$ cat src/logic/wit_map.svh
`ifndef WIT_MAP_SVH
`define WIT_MAP_SVH

// ****************************************
// bus addresses
// ****************************************
// write port shared by counter and control, split by key
`define WIT_ADDR_CTRL_WR    16'hffa4
`define WIT_ADDR_RST_WR     16'hffa6
// read addresses, one byte each
`define WIT_ADDR_CTRL_RD    16'hffa4
`define WIT_ADDR_CNT_RD     16'hffa5
`define WIT_ADDR_RST_RD     16'hffa7

// ****************************************
// write keys in the upper byte
// ****************************************
`define WIT_KEY_CNT         8'h5a
`define WIT_KEY_CTRL        8'ha5

// ****************************************
// timer_control_status fields
// ****************************************
`define WIT_TCS_OVF_BIT     7
`define WIT_TCS_MODE_BIT    6
`define WIT_TCS_EN_BIT      5
`define WIT_TCS_RSV_ONES    2'b11
`define WIT_TCS_RESET       8'h18

// ****************************************
// reset_control_status fields
// ****************************************
`define WIT_RCS_WATCHDOG_OVERFLOW_FLAG_BIT    7
`define WIT_RCS_RESET_ON_OVERFLOW_ENABLE_BIT    6
`define WIT_RCS_RSV_ONES    5'h1f
`define WIT_RCS_RESET       8'h1f

// ****************************************
// counter and timing
// ****************************************
`define WIT_CNT_MAX         8'hff
`define WIT_CNT_ZERO        8'h00
`define WIT_RST_PULSE_CYC   519
`define WIT_UNMAPPED_RDATA  8'h00

`endif

$ cat src/logic/wit_pkg.sv
package wit_pkg;

  // clock divider select code
  typedef logic [2:0] wit_div_sel_t;

  // tick counter value
  typedef logic [7:0] wit_count_t;

  // internal reset generator states, gray along idle -> hold
  typedef enum logic [1:0]
  {
    WIT_RS_IDLE = 2'b00,
    WIT_RS_HOLD = 2'b01
  } wit_rst_state_e;

endpackage

$ cat src/logic/wit_prescaler.sv
`include "wit_map.svh"

module wit_prescaler
  import wit_pkg::*;
#(
  parameter int DIV_W = 17
)
(
  // clock and reset
  input  wire logic              clk_i,
  input  wire logic              rst_i,
  // control
  input  wire logic              run_i,
  input  wit_pkg::wit_div_sel_t  sel_i,
  // increment pulse
  output logic                   tick_o
);

  // ****************************************
  // divider
  // ****************************************

  logic [DIV_W-1:0] div_reg;
  logic [DIV_W-1:0] div_next;
  logic             tick_reg;
  logic             tick_next;

  // mask of low bits that must all be one for the selected ratio
  function automatic logic [DIV_W-1:0] div_mask(input wit_div_sel_t sel);
    logic [DIV_W-1:0] m;
    m = '0;
    case (sel)
      3'h0:    m = DIV_W'(17'h00001);
      3'h1:    m = DIV_W'(17'h0003f);
      3'h2:    m = DIV_W'(17'h0007f);
      3'h3:    m = DIV_W'(17'h001ff);
      3'h4:    m = DIV_W'(17'h007ff);
      3'h5:    m = DIV_W'(17'h01fff);
      3'h6:    m = DIV_W'(17'h07fff);
      3'h7:    m = DIV_W'(17'h1ffff);
      default: m = '0;
    endcase
    return m;
  endfunction

  // held at zero while stopped so the first period is always full
  always_comb
  begin
    div_next  = run_i ? div_reg + DIV_W'(1) : '0;
    tick_next = run_i && ((div_reg & div_mask(sel_i)) == div_mask(sel_i));
  end

  always_ff @(posedge clk_i)
  begin
    if (rst_i)
    begin
      div_reg  <= '0;
      tick_reg <= 1'b0;
    end
    else
    begin
      div_reg  <= div_next;
      tick_reg <= tick_next;
    end
  end

  assign tick_o = tick_reg;

endmodule

$ cat src/logic/wit_reset_gen.sv
`include "wit_map.svh"

module wit_reset_gen
  import wit_pkg::*;
#(
  parameter int PULSE_CYC = `WIT_RST_PULSE_CYC
)
(
  // clock and reset (external pin only)
  input  wire logic clk_i,
  input  wire logic rst_i,
  // request and pulse
  input  wire logic start_i,
  output logic      active_o
);

  // ****************************************
  // pulse stretcher
  // ****************************************

  wit_rst_state_e state_reg;
  wit_rst_state_e state_next;
  logic [9:0]     cnt_reg;
  logic [9:0]     cnt_next;

  // count down the pulse length once started
  always_comb
  begin
    state_next = state_reg;
    cnt_next   = cnt_reg;
    case (state_reg)
      WIT_RS_IDLE:
      begin
        if (start_i)
        begin
          state_next = WIT_RS_HOLD;
          cnt_next   = 10'(PULSE_CYC - 1);
        end
      end
      WIT_RS_HOLD:
      begin
        if (cnt_reg == 10'h000)
          state_next = WIT_RS_IDLE;
        else
          cnt_next = cnt_reg - 10'h001;
      end
      default:
      begin
        state_next = WIT_RS_IDLE;
        cnt_next   = 10'h000;
      end
    endcase
  end

  always_ff @(posedge clk_i)
  begin
    if (rst_i)
    begin
      state_reg <= WIT_RS_IDLE;
      cnt_reg   <= 10'h000;
    end
    else
    begin
      state_reg <= state_next;
      cnt_reg   <= cnt_next;
    end
  end

  assign active_o = (state_reg == WIT_RS_HOLD);

endmodule

$ cat src/logic/wit_top.sv
`include "wit_map.svh"

// Contract
// - interval mode wrap sets interval overflow flag
// - overflow flag clears by read-one then write-zero
// - internal watchdog reset clears interval overflow flag
// - mode bit: 0 interval, 1 watchdog
// - watchdog overflow with enable resets device
// - enable starts counting; clearing zeroes counter
// - reserved bits read as one, read-only
// - divider select picks eight peripheral clock ratios
// - reset control loads 1f, survives internal reset
// - watchdog flag set only on watchdog wrap
// - watchdog flag clears by read-one then write-zero
// - no device reset: counter, control still reset
// - reset control bit five reads zero
// - eight-bit up-counter, readable and writable
// - keyed word writes only; byte writes ignored
// - internal reset pulse lasts 519 clocks
// - counter write beats simultaneous increment
module wit_top
  import wit_pkg::*;
#(
  parameter int RST_PULSE_CYC = `WIT_RST_PULSE_CYC
)
(
  // clock and external reset pin
  input  wire logic        CLK_SYS_I,
  input  wire logic        SYS_RST_I,
  // processor register bus
  input  wire logic [15:0] BUS_ADDR_I,
  input  wire logic        BUS_RD_I,
  input  wire logic        BUS_WR_I,
  input  wire logic        BUS_WORD_I,
  input  wire logic [15:0] BUS_WDATA_I,
  output logic      [7:0]  BUS_RDATA_O,
  output logic             BUS_RVALID_O,
  // events
  output logic             INTERVAL_OVERFLOW_IRQ_O,
  output logic             INTERNAL_RESET_O
);

  // ****************************************
  // declarations
  // ****************************************

  // timer_control_status fields
  logic          interval_overflow_flag_reg;
  logic          interval_overflow_flag_next;
  logic          mode_select_reg;
  logic          mode_select_next;
  logic          count_enable_reg;
  logic          count_enable_next;
  wit_div_sel_t  clock_divider_select_reg;
  wit_div_sel_t  clock_divider_select_next;
  logic          ovf_armed_reg;
  logic          ovf_armed_next;

  // tick counter
  wit_count_t    tick_counter_reg;
  wit_count_t    tick_counter_next;

  // reset_control_status fields
  logic          watchdog_overflow_flag_reg;
  logic          watchdog_overflow_flag_next;
  logic          reset_on_overflow_enable_reg;
  logic          reset_on_overflow_enable_next;
  logic          watchdog_overflow_flag_armed_reg;
  logic          watchdog_overflow_flag_armed_next;

  // read port
  logic [7:0]    rdata_reg;
  logic [7:0]    rdata_next;
  logic          rvalid_reg;
  logic          rvalid_next;

  // decoded accesses
  logic          wr_cnt;
  logic          wr_ctrl;
  logic          wr_reset_on_overflow_enable;
  logic          wr_watchdog_overflow_flag_clr;
  logic          rd_ctrl;
  logic          rd_rst;

  // counter events
  logic          tick;
  logic          overflow;
  logic          wd_overflow;
  logic          iv_overflow;
  logic          timer_reset;
  logic          internal_reset;

  // ****************************************
  // helper functions
  // ****************************************

  // word write to one address carrying the given key; all bus terms passed in
  function automatic logic keyed_write(input logic wr, input logic word,
                                       input logic [7:0] key_in, input logic [15:0] addr,
                                       input logic [15:0] match, input logic [7:0] key);
    return wr && word && (addr == match) && (key_in == key);
  endfunction

  // timer_control_status as software sees it
  function automatic logic [7:0] ctrl_view(input logic ovf, input logic mode,
                                           input logic en, input wit_div_sel_t cks);
    return {ovf, mode, en, `WIT_TCS_RSV_ONES, cks};
  endfunction

  // reset_control_status as software sees it
  function automatic logic [7:0] rst_view(input logic watchdog_overflow_flag, input logic reset_on_overflow_enable);
    return {watchdog_overflow_flag, reset_on_overflow_enable, 1'b0, `WIT_RCS_RSV_ONES};
  endfunction

  // ****************************************
  // bus decode
  // ****************************************

  // byte writes fail the word check and are dropped silently
  assign wr_cnt      = keyed_write(BUS_WR_I, BUS_WORD_I, BUS_WDATA_I[15:8], BUS_ADDR_I,
                                   `WIT_ADDR_CTRL_WR, `WIT_KEY_CNT);
  assign wr_ctrl     = keyed_write(BUS_WR_I, BUS_WORD_I, BUS_WDATA_I[15:8], BUS_ADDR_I,
                                   `WIT_ADDR_CTRL_WR, `WIT_KEY_CTRL);
  assign wr_reset_on_overflow_enable     = keyed_write(BUS_WR_I, BUS_WORD_I, BUS_WDATA_I[15:8], BUS_ADDR_I,
                                   `WIT_ADDR_RST_WR, `WIT_KEY_CNT);
  assign wr_watchdog_overflow_flag_clr = keyed_write(BUS_WR_I, BUS_WORD_I, BUS_WDATA_I[15:8], BUS_ADDR_I,
                                   `WIT_ADDR_RST_WR, `WIT_KEY_CTRL)
                       && (BUS_WDATA_I[7:0] == 8'h00);
  assign rd_ctrl     = BUS_RD_I && (BUS_ADDR_I == `WIT_ADDR_CTRL_RD);
  assign rd_rst      = BUS_RD_I && (BUS_ADDR_I == `WIT_ADDR_RST_RD);

  // ****************************************
  // submodules
  // ****************************************

  // divider restarts from zero whenever counting stops
  wit_prescaler #(
    .DIV_W (17)
  ) u_prescaler (
    .clk_i  (CLK_SYS_I),
    .rst_i  (SYS_RST_I || timer_reset),
    .run_i  (count_enable_reg),
    .sel_i  (clock_divider_select_reg),
    .tick_o (tick)
  );

  // only the external pin may cut a running internal reset short
  wit_reset_gen #(
    .PULSE_CYC (RST_PULSE_CYC)
  ) u_reset_gen (
    .clk_i    (CLK_SYS_I),
    .rst_i    (SYS_RST_I),
    .start_i  (wd_overflow && reset_on_overflow_enable_reg),
    .active_o (internal_reset)
  );

  // ****************************************
  // overflow detection
  // ****************************************

  // a tick landing on a counter write is lost, so no wrap then
  assign overflow    = tick && count_enable_reg && !wr_cnt
                       && (tick_counter_reg == `WIT_CNT_MAX);
  assign wd_overflow = overflow && mode_select_reg;
  assign iv_overflow = overflow && !mode_select_reg;
  // watchdog wrap resets counter and control with or without device reset
  assign timer_reset = wd_overflow || internal_reset;

  // ****************************************
  // tick counter
  // ****************************************

  // write wins over increment; disable forces zero
  always_comb
  begin
    tick_counter_next = tick_counter_reg;
    if (!count_enable_reg)
      tick_counter_next = `WIT_CNT_ZERO;
    if (wr_cnt)
      tick_counter_next = BUS_WDATA_I[7:0];
    else if (tick && count_enable_reg)
      tick_counter_next = tick_counter_reg + 8'h01;
    if (timer_reset)
      tick_counter_next = `WIT_CNT_ZERO;
  end

  always_ff @(posedge CLK_SYS_I)
  begin
    if (SYS_RST_I)
      tick_counter_reg <= `WIT_CNT_ZERO;
    else
      tick_counter_reg <= tick_counter_next;
  end

  // ****************************************
  // timer_control_status
  // ****************************************

  // flag clear needs a prior read seeing it set; a new wrap beats the clear
  always_comb
  begin
    mode_select_next            = mode_select_reg;
    count_enable_next           = count_enable_reg;
    clock_divider_select_next   = clock_divider_select_reg;
    interval_overflow_flag_next = interval_overflow_flag_reg;
    ovf_armed_next              = ovf_armed_reg;
    if (rd_ctrl && interval_overflow_flag_reg)
      ovf_armed_next = 1'b1;
    if (wr_ctrl)
    begin
      mode_select_next          = BUS_WDATA_I[`WIT_TCS_MODE_BIT];
      count_enable_next         = BUS_WDATA_I[`WIT_TCS_EN_BIT];
      clock_divider_select_next = BUS_WDATA_I[2:0];
      // writing one leaves the flag alone
      if (!BUS_WDATA_I[`WIT_TCS_OVF_BIT] && ovf_armed_reg)
      begin
        interval_overflow_flag_next = 1'b0;
        ovf_armed_next              = 1'b0;
      end
    end
    if (iv_overflow)
      interval_overflow_flag_next = 1'b1;
    if (timer_reset)
    begin
      mode_select_next            = 1'b0;
      count_enable_next           = 1'b0;
      clock_divider_select_next   = 3'h0;
      interval_overflow_flag_next = 1'b0;
      ovf_armed_next              = 1'b0;
    end
  end

  always_ff @(posedge CLK_SYS_I)
  begin
    if (SYS_RST_I)
    begin
      interval_overflow_flag_reg <= 1'(`WIT_TCS_RESET >> `WIT_TCS_OVF_BIT);
      mode_select_reg            <= 1'b0;
      count_enable_reg           <= 1'b0;
      clock_divider_select_reg   <= 3'h0;
      ovf_armed_reg              <= 1'b0;
    end
    else
    begin
      interval_overflow_flag_reg <= interval_overflow_flag_next;
      mode_select_reg            <= mode_select_next;
      count_enable_reg           <= count_enable_next;
      clock_divider_select_reg   <= clock_divider_select_next;
      ovf_armed_reg              <= ovf_armed_next;
    end
  end

  // ****************************************
  // reset_control_status
  // ****************************************

  // kept through the internal reset; only the pin restores it
  always_comb
  begin
    watchdog_overflow_flag_next   = watchdog_overflow_flag_reg;
    reset_on_overflow_enable_next = reset_on_overflow_enable_reg;
    watchdog_overflow_flag_armed_next               = watchdog_overflow_flag_armed_reg;
    if (rd_rst && watchdog_overflow_flag_reg)
      watchdog_overflow_flag_armed_next = 1'b1;
    if (wr_reset_on_overflow_enable)
      reset_on_overflow_enable_next = BUS_WDATA_I[`WIT_RCS_RESET_ON_OVERFLOW_ENABLE_BIT];
    if (wr_watchdog_overflow_flag_clr && watchdog_overflow_flag_armed_reg)
    begin
      watchdog_overflow_flag_next = 1'b0;
      watchdog_overflow_flag_armed_next             = 1'b0;
    end
    if (wd_overflow)
      watchdog_overflow_flag_next = 1'b1;
  end

  always_ff @(posedge CLK_SYS_I)
  begin
    if (SYS_RST_I)
    begin
      watchdog_overflow_flag_reg   <= 1'b0;
      reset_on_overflow_enable_reg <= 1'b0;
      watchdog_overflow_flag_armed_reg               <= 1'b0;
    end
    else
    begin
      watchdog_overflow_flag_reg   <= watchdog_overflow_flag_next;
      reset_on_overflow_enable_reg <= reset_on_overflow_enable_next;
      watchdog_overflow_flag_armed_reg               <= watchdog_overflow_flag_armed_next;
    end
  end

  // ****************************************
  // read port
  // ****************************************

  // one-cycle registered answer; unmapped addresses return zero
  always_comb
  begin
    rvalid_next = BUS_RD_I;
    rdata_next  = rdata_reg;
    if (BUS_RD_I)
    begin
      case (BUS_ADDR_I)
        `WIT_ADDR_CTRL_RD:
          rdata_next = ctrl_view(interval_overflow_flag_reg, mode_select_reg,
                                 count_enable_reg, clock_divider_select_reg);
        `WIT_ADDR_CNT_RD:
          rdata_next = tick_counter_reg;
        `WIT_ADDR_RST_RD:
          rdata_next = rst_view(watchdog_overflow_flag_reg, reset_on_overflow_enable_reg);
        default:
          rdata_next = `WIT_UNMAPPED_RDATA;
      endcase
    end
  end

  always_ff @(posedge CLK_SYS_I)
  begin
    if (SYS_RST_I)
    begin
      rdata_reg  <= 8'h00;
      rvalid_reg <= 1'b0;
    end
    else
    begin
      rdata_reg  <= rdata_next;
      rvalid_reg <= rvalid_next;
    end
  end

  // ****************************************
  // outputs
  // ****************************************

  assign BUS_RDATA_O             = rdata_reg;
  assign BUS_RVALID_O            = rvalid_reg;
  // level request, follows the flag; software re-reads after clearing
  assign INTERVAL_OVERFLOW_IRQ_O = interval_overflow_flag_reg;
  assign INTERNAL_RESET_O        = internal_reset;

endmodule

$ cat config.mk
export PLATFORM = sky130hd
export DESIGN_NAME = wit_top
export DESIGN_NICKNAME = d
export VERILOG_FILES = /design/src/logic/wit_pkg.sv /design/src/logic/wit_prescaler.sv /design/src/logic/wit_reset_gen.sv /design/src/logic/wit_top.sv
export VERILOG_INCLUDE_DIRS = /design/src /design/src/logic
export SDC_FILE = /design/constraint.sdc
export NUM_CORES = 1
export LEC_CHECK = 0
export BUFFER_PORTS_ARGS = -buffer_cell sky130_fd_sc_hd__clkbuf_2
export CAP_MARGIN = 20
export CORE_ASPECT_RATIO = 1.1
export CORE_MARGIN = 3
export CORE_UTILIZATION = 45
export CTS_CLUSTER_SIZE = 30
export DETAILED_ROUTE_END_ITERATION = 6
export PLACE_DENSITY = 0.7
export RECOVER_POWER = 100
export SYNTH_ARGS = -nofsm -noshare
export SYNTH_HDL_FRONTEND = slang
export SYNTH_SLANG_ARGS = --single-unit
$ cat constraint.sdc
create_clock -name CLK_SYS_I -period 5.6 [get_ports CLK_SYS_I]
set_input_delay 0.28 -clock CLK_SYS_I [delete_from_list [all_inputs] [get_ports CLK_SYS_I]]
set_output_delay 0.28 -clock CLK_SYS_I [all_outputs]
set_load 0.05 [all_outputs]
==> run summary <==
Outcome: finished, final reports clean
Cts bufs inserted: 9
Clk slew on worst S/H paths: 70 ps
DR vias/cell: 5.701
Tcrit/Tclk final: 0.4867
Site Rows: 31
Power Density: 247.6 nW/um2
Share of layout cells above drive strength 1: 0.1490
Number of fill cells in the layout: 651
Initial Util: 0.4719
LEAKAGE: 0.001220 uW
GR Overflow Total: 0
Total number of vias: 2839
Count of pins over their slew limit: 0
Crit path DAT: 2980 ps
Drt wl/cell: 14.60 um
Clock buffer depth: 2
Die Y: 93.72 um
Post-synth top flop: dfxtp_1
Post-route ant nets: 0
DR DRC count: 0
Syn avg cell area: 8.485 um2
Hold Crit Class: in -> reg
Placeable Area: 6671 um2
N_diodes: 0
Layout Nets: 452
Async S/R FF share, synth: 0
Worst-Skew Late Latency: 350 ps
Setup TNS: 0 ps
Nature of the critical path endpoint: flip-flop
Reg area: 1261 um2
Setup Fix Bufs, Post-CTS: 0
Final RePlAce weighted congestion: 0.7922
Crit-path max FO: 22
H-Tree Depth: 3
Area of the multi-input gates: 1749 um2
Post-Syn Area: 3148 um2
Tmin final: 2725 ps
Slew HR: 0.2232
Slew @ Worst Pin: 1155 ps
Dpl cell area: 3413 um2
Cell variety after synth: 50
Sequential-to-total area share from yosys stat: 0.4006
Largest net degree at the start of global routing: 23
WHS: 189.2 ps
Post-CTS Resized: 0
Max Fclk: 366.9 MHz
IO Port Bufs: 47
Post-synthesis cell count: 371
Final setup vio count: 0
Vias in the first global route: 2865
Worst Path Required: 5850 ps
PnR worst setup slack: 2875 ps
CTS sink cnt: 63
Post-layout util: 0.5341
CTS tree: done
1st-pass router iterations: 5
Post-synth EDFFs: 0
Syn Nets: 412
Tot GR Track Use: 0.1990
Clock root cell: clkbuf_8
Boundary Pins: 48
Synth Warn #: 0
Final Instance Area: 3563 um2
Dpl ws: 3260 ps
Final Hold Viols: 0
WS Path Type: in -> reg
Detailed placement HPWL: 5.246 mm
Max Cap Viol: 0
First-pass GRT wire length: 12.92 mm
Worst Skew: 10.80 ps
Unrepaired setup endpoints after global routing: no
Die area: 8036 um2
Crit path launch type: primary input
Die W: 85.75 um
#FFs+latches synth: 63
Initial DRC count: 139
Peak supply drop: 0.1394 mV
Hold buffer count at cts: 0
P&R area growth vs syn: 13.20%
WL final: 7.273 mm
Initial antenna violation count: 0
## critical path, cell delays in order
cell and delay, ps:
clkbuf_2 90, nand4b_1 160, nor4_1 940, and3_1 620, o31ai_1 140, clkbuf_1 410, a311oi_1 320
## layout make-up
cell class | instances | share of cell area
Multi-Input combinational cell | 281 | 0.4909
Clock buffer | 9 | 0.03476
Timing Repair Buffer | 48 | 0.06285
Clock inverter | 7 | 0.02037
Inverter | 8 | 0.008427
Sequential cell | 63 | 0.3539
Tap cell | 82 | 0.02879
## stage by stage
step	instances	total power, uW
2_1_floorplan	371	477.2
3_3_place_gp	482	496.2
3_5_place_dp	482	497.1
4_1_cts	498	889.2
5_1_grt	498	917.3
6_report	498	882.3
## Yosys cell counts, types with 2 or more instances
| cell | instances | area (um2) |
|---|---|---|
| xor2_1 | 8 | 70.07 |
| a21oi_1 | 22 | 110.1 |
| o31ai_1 | 4 | 30.03 |
| o311ai_0 | 2 | 17.52 |
| nand4_1 | 9 | 56.30 |
| o21ai_0 | 9 | 45.04 |
| nand3b_1 | 2 | 15.01 |
| nand4b_1 | 5 | 43.79 |
| a211oi_1 | 7 | 52.55 |
| xnor2_1 | 16 | 140.1 |
| or4_1 | 2 | 15.01 |
| a311oi_1 | 2 | 17.52 |
| inv_1 | 8 | 30.03 |
| a22oi_1 | 2 | 15.01 |
| dfxtp_1 | 63 | 1261 |
| and3_1 | 7 | 43.79 |
| mux2i_1 | 9 | 90.09 |
| and4_1 | 2 | 17.52 |
| or2_2 | 2 | 12.51 |
| clkbuf_1 | 9 | 33.78 |
| nor2b_1 | 3 | 18.77 |
| o211ai_1 | 4 | 30.03 |
| nor2_1 | 36 | 135.1 |
| a31o_2 | 4 | 35.03 |
| nand3_1 | 31 | 155.2 |
| nor3_1 | 14 | 70.07 |
| ha_1 | 4 | 50.05 |
| or4bb_1 | 4 | 45.04 |
| nand2_1 | 33 | 123.9 |
| nor4_1 | 6 | 37.54 |
| nand2b_1 | 12 | 75.07 |
| or3_1 | 4 | 25.02 |
| buf_2 | 8 | 40.04 |
| nand4bb_1 | 2 | 22.52 |
## layer usage
metal,GRT usage,vias up,share of wire
met3,0.04123,15,0.047
li1,-,1425,-
met5,0,-,0
met2,0.3219,66,0.48
met1,0.2511,1333,0.45
met4,0.09763,0,0.022
## cell families after synthesis
logic type / after synthesis / share of synthesized area
compound gates: 65 / 0.1431
xor+xnor: 24 / 0.06677
fa+ha+maj: 4 / 0.01590
buf+inv: 27 / 0.03657
flops: 63 / 0.4006
mux: 10 / 0.03219
simple gates: 178 / 0.3048
## cells in the final DEF, fill, tap and decap left out, drive strengths merged, types with 10 or more instances in the layout
master,synthesis,final
dfxtp,63,63
clkbuf,9,57
nor2,37,37
nand2,33,33
nand3,31,31
a21oi,22,22
xnor2,16,16
nor3,14,14
nand2b,12,12
nand4,10,10
o21ai,10,10
## power by group
part           internal (uW)  switching, uW
clock network            206            190
registers                448          0.112
logic                   14.8           22.9
total                    669            214
## final timing paths
path | end | depth (start not counted) | startpoint | slack [ps]
worst max-delay path | ovf_armed_reg$_SDFF_PP0_ | 7 | BUS_ADDR_I[3] | 2870
worst min-delay path | tick_counter_reg[3]$_SDFFE_PP0P_ | 3 | BUS_WDATA_I[3] | 190
worst max register to register | u_reset_gen.cnt_reg[9]$_SDFFE_PP0P_ | 5 | count_enable_reg$_SDFFE_PP0P_ | 3230
worst min register to register | u_prescaler.tick_o$_SDFF_PP0_ | 1 | flip-flop | 410
No activity file was read; power rests on OpenSTA's default activity.
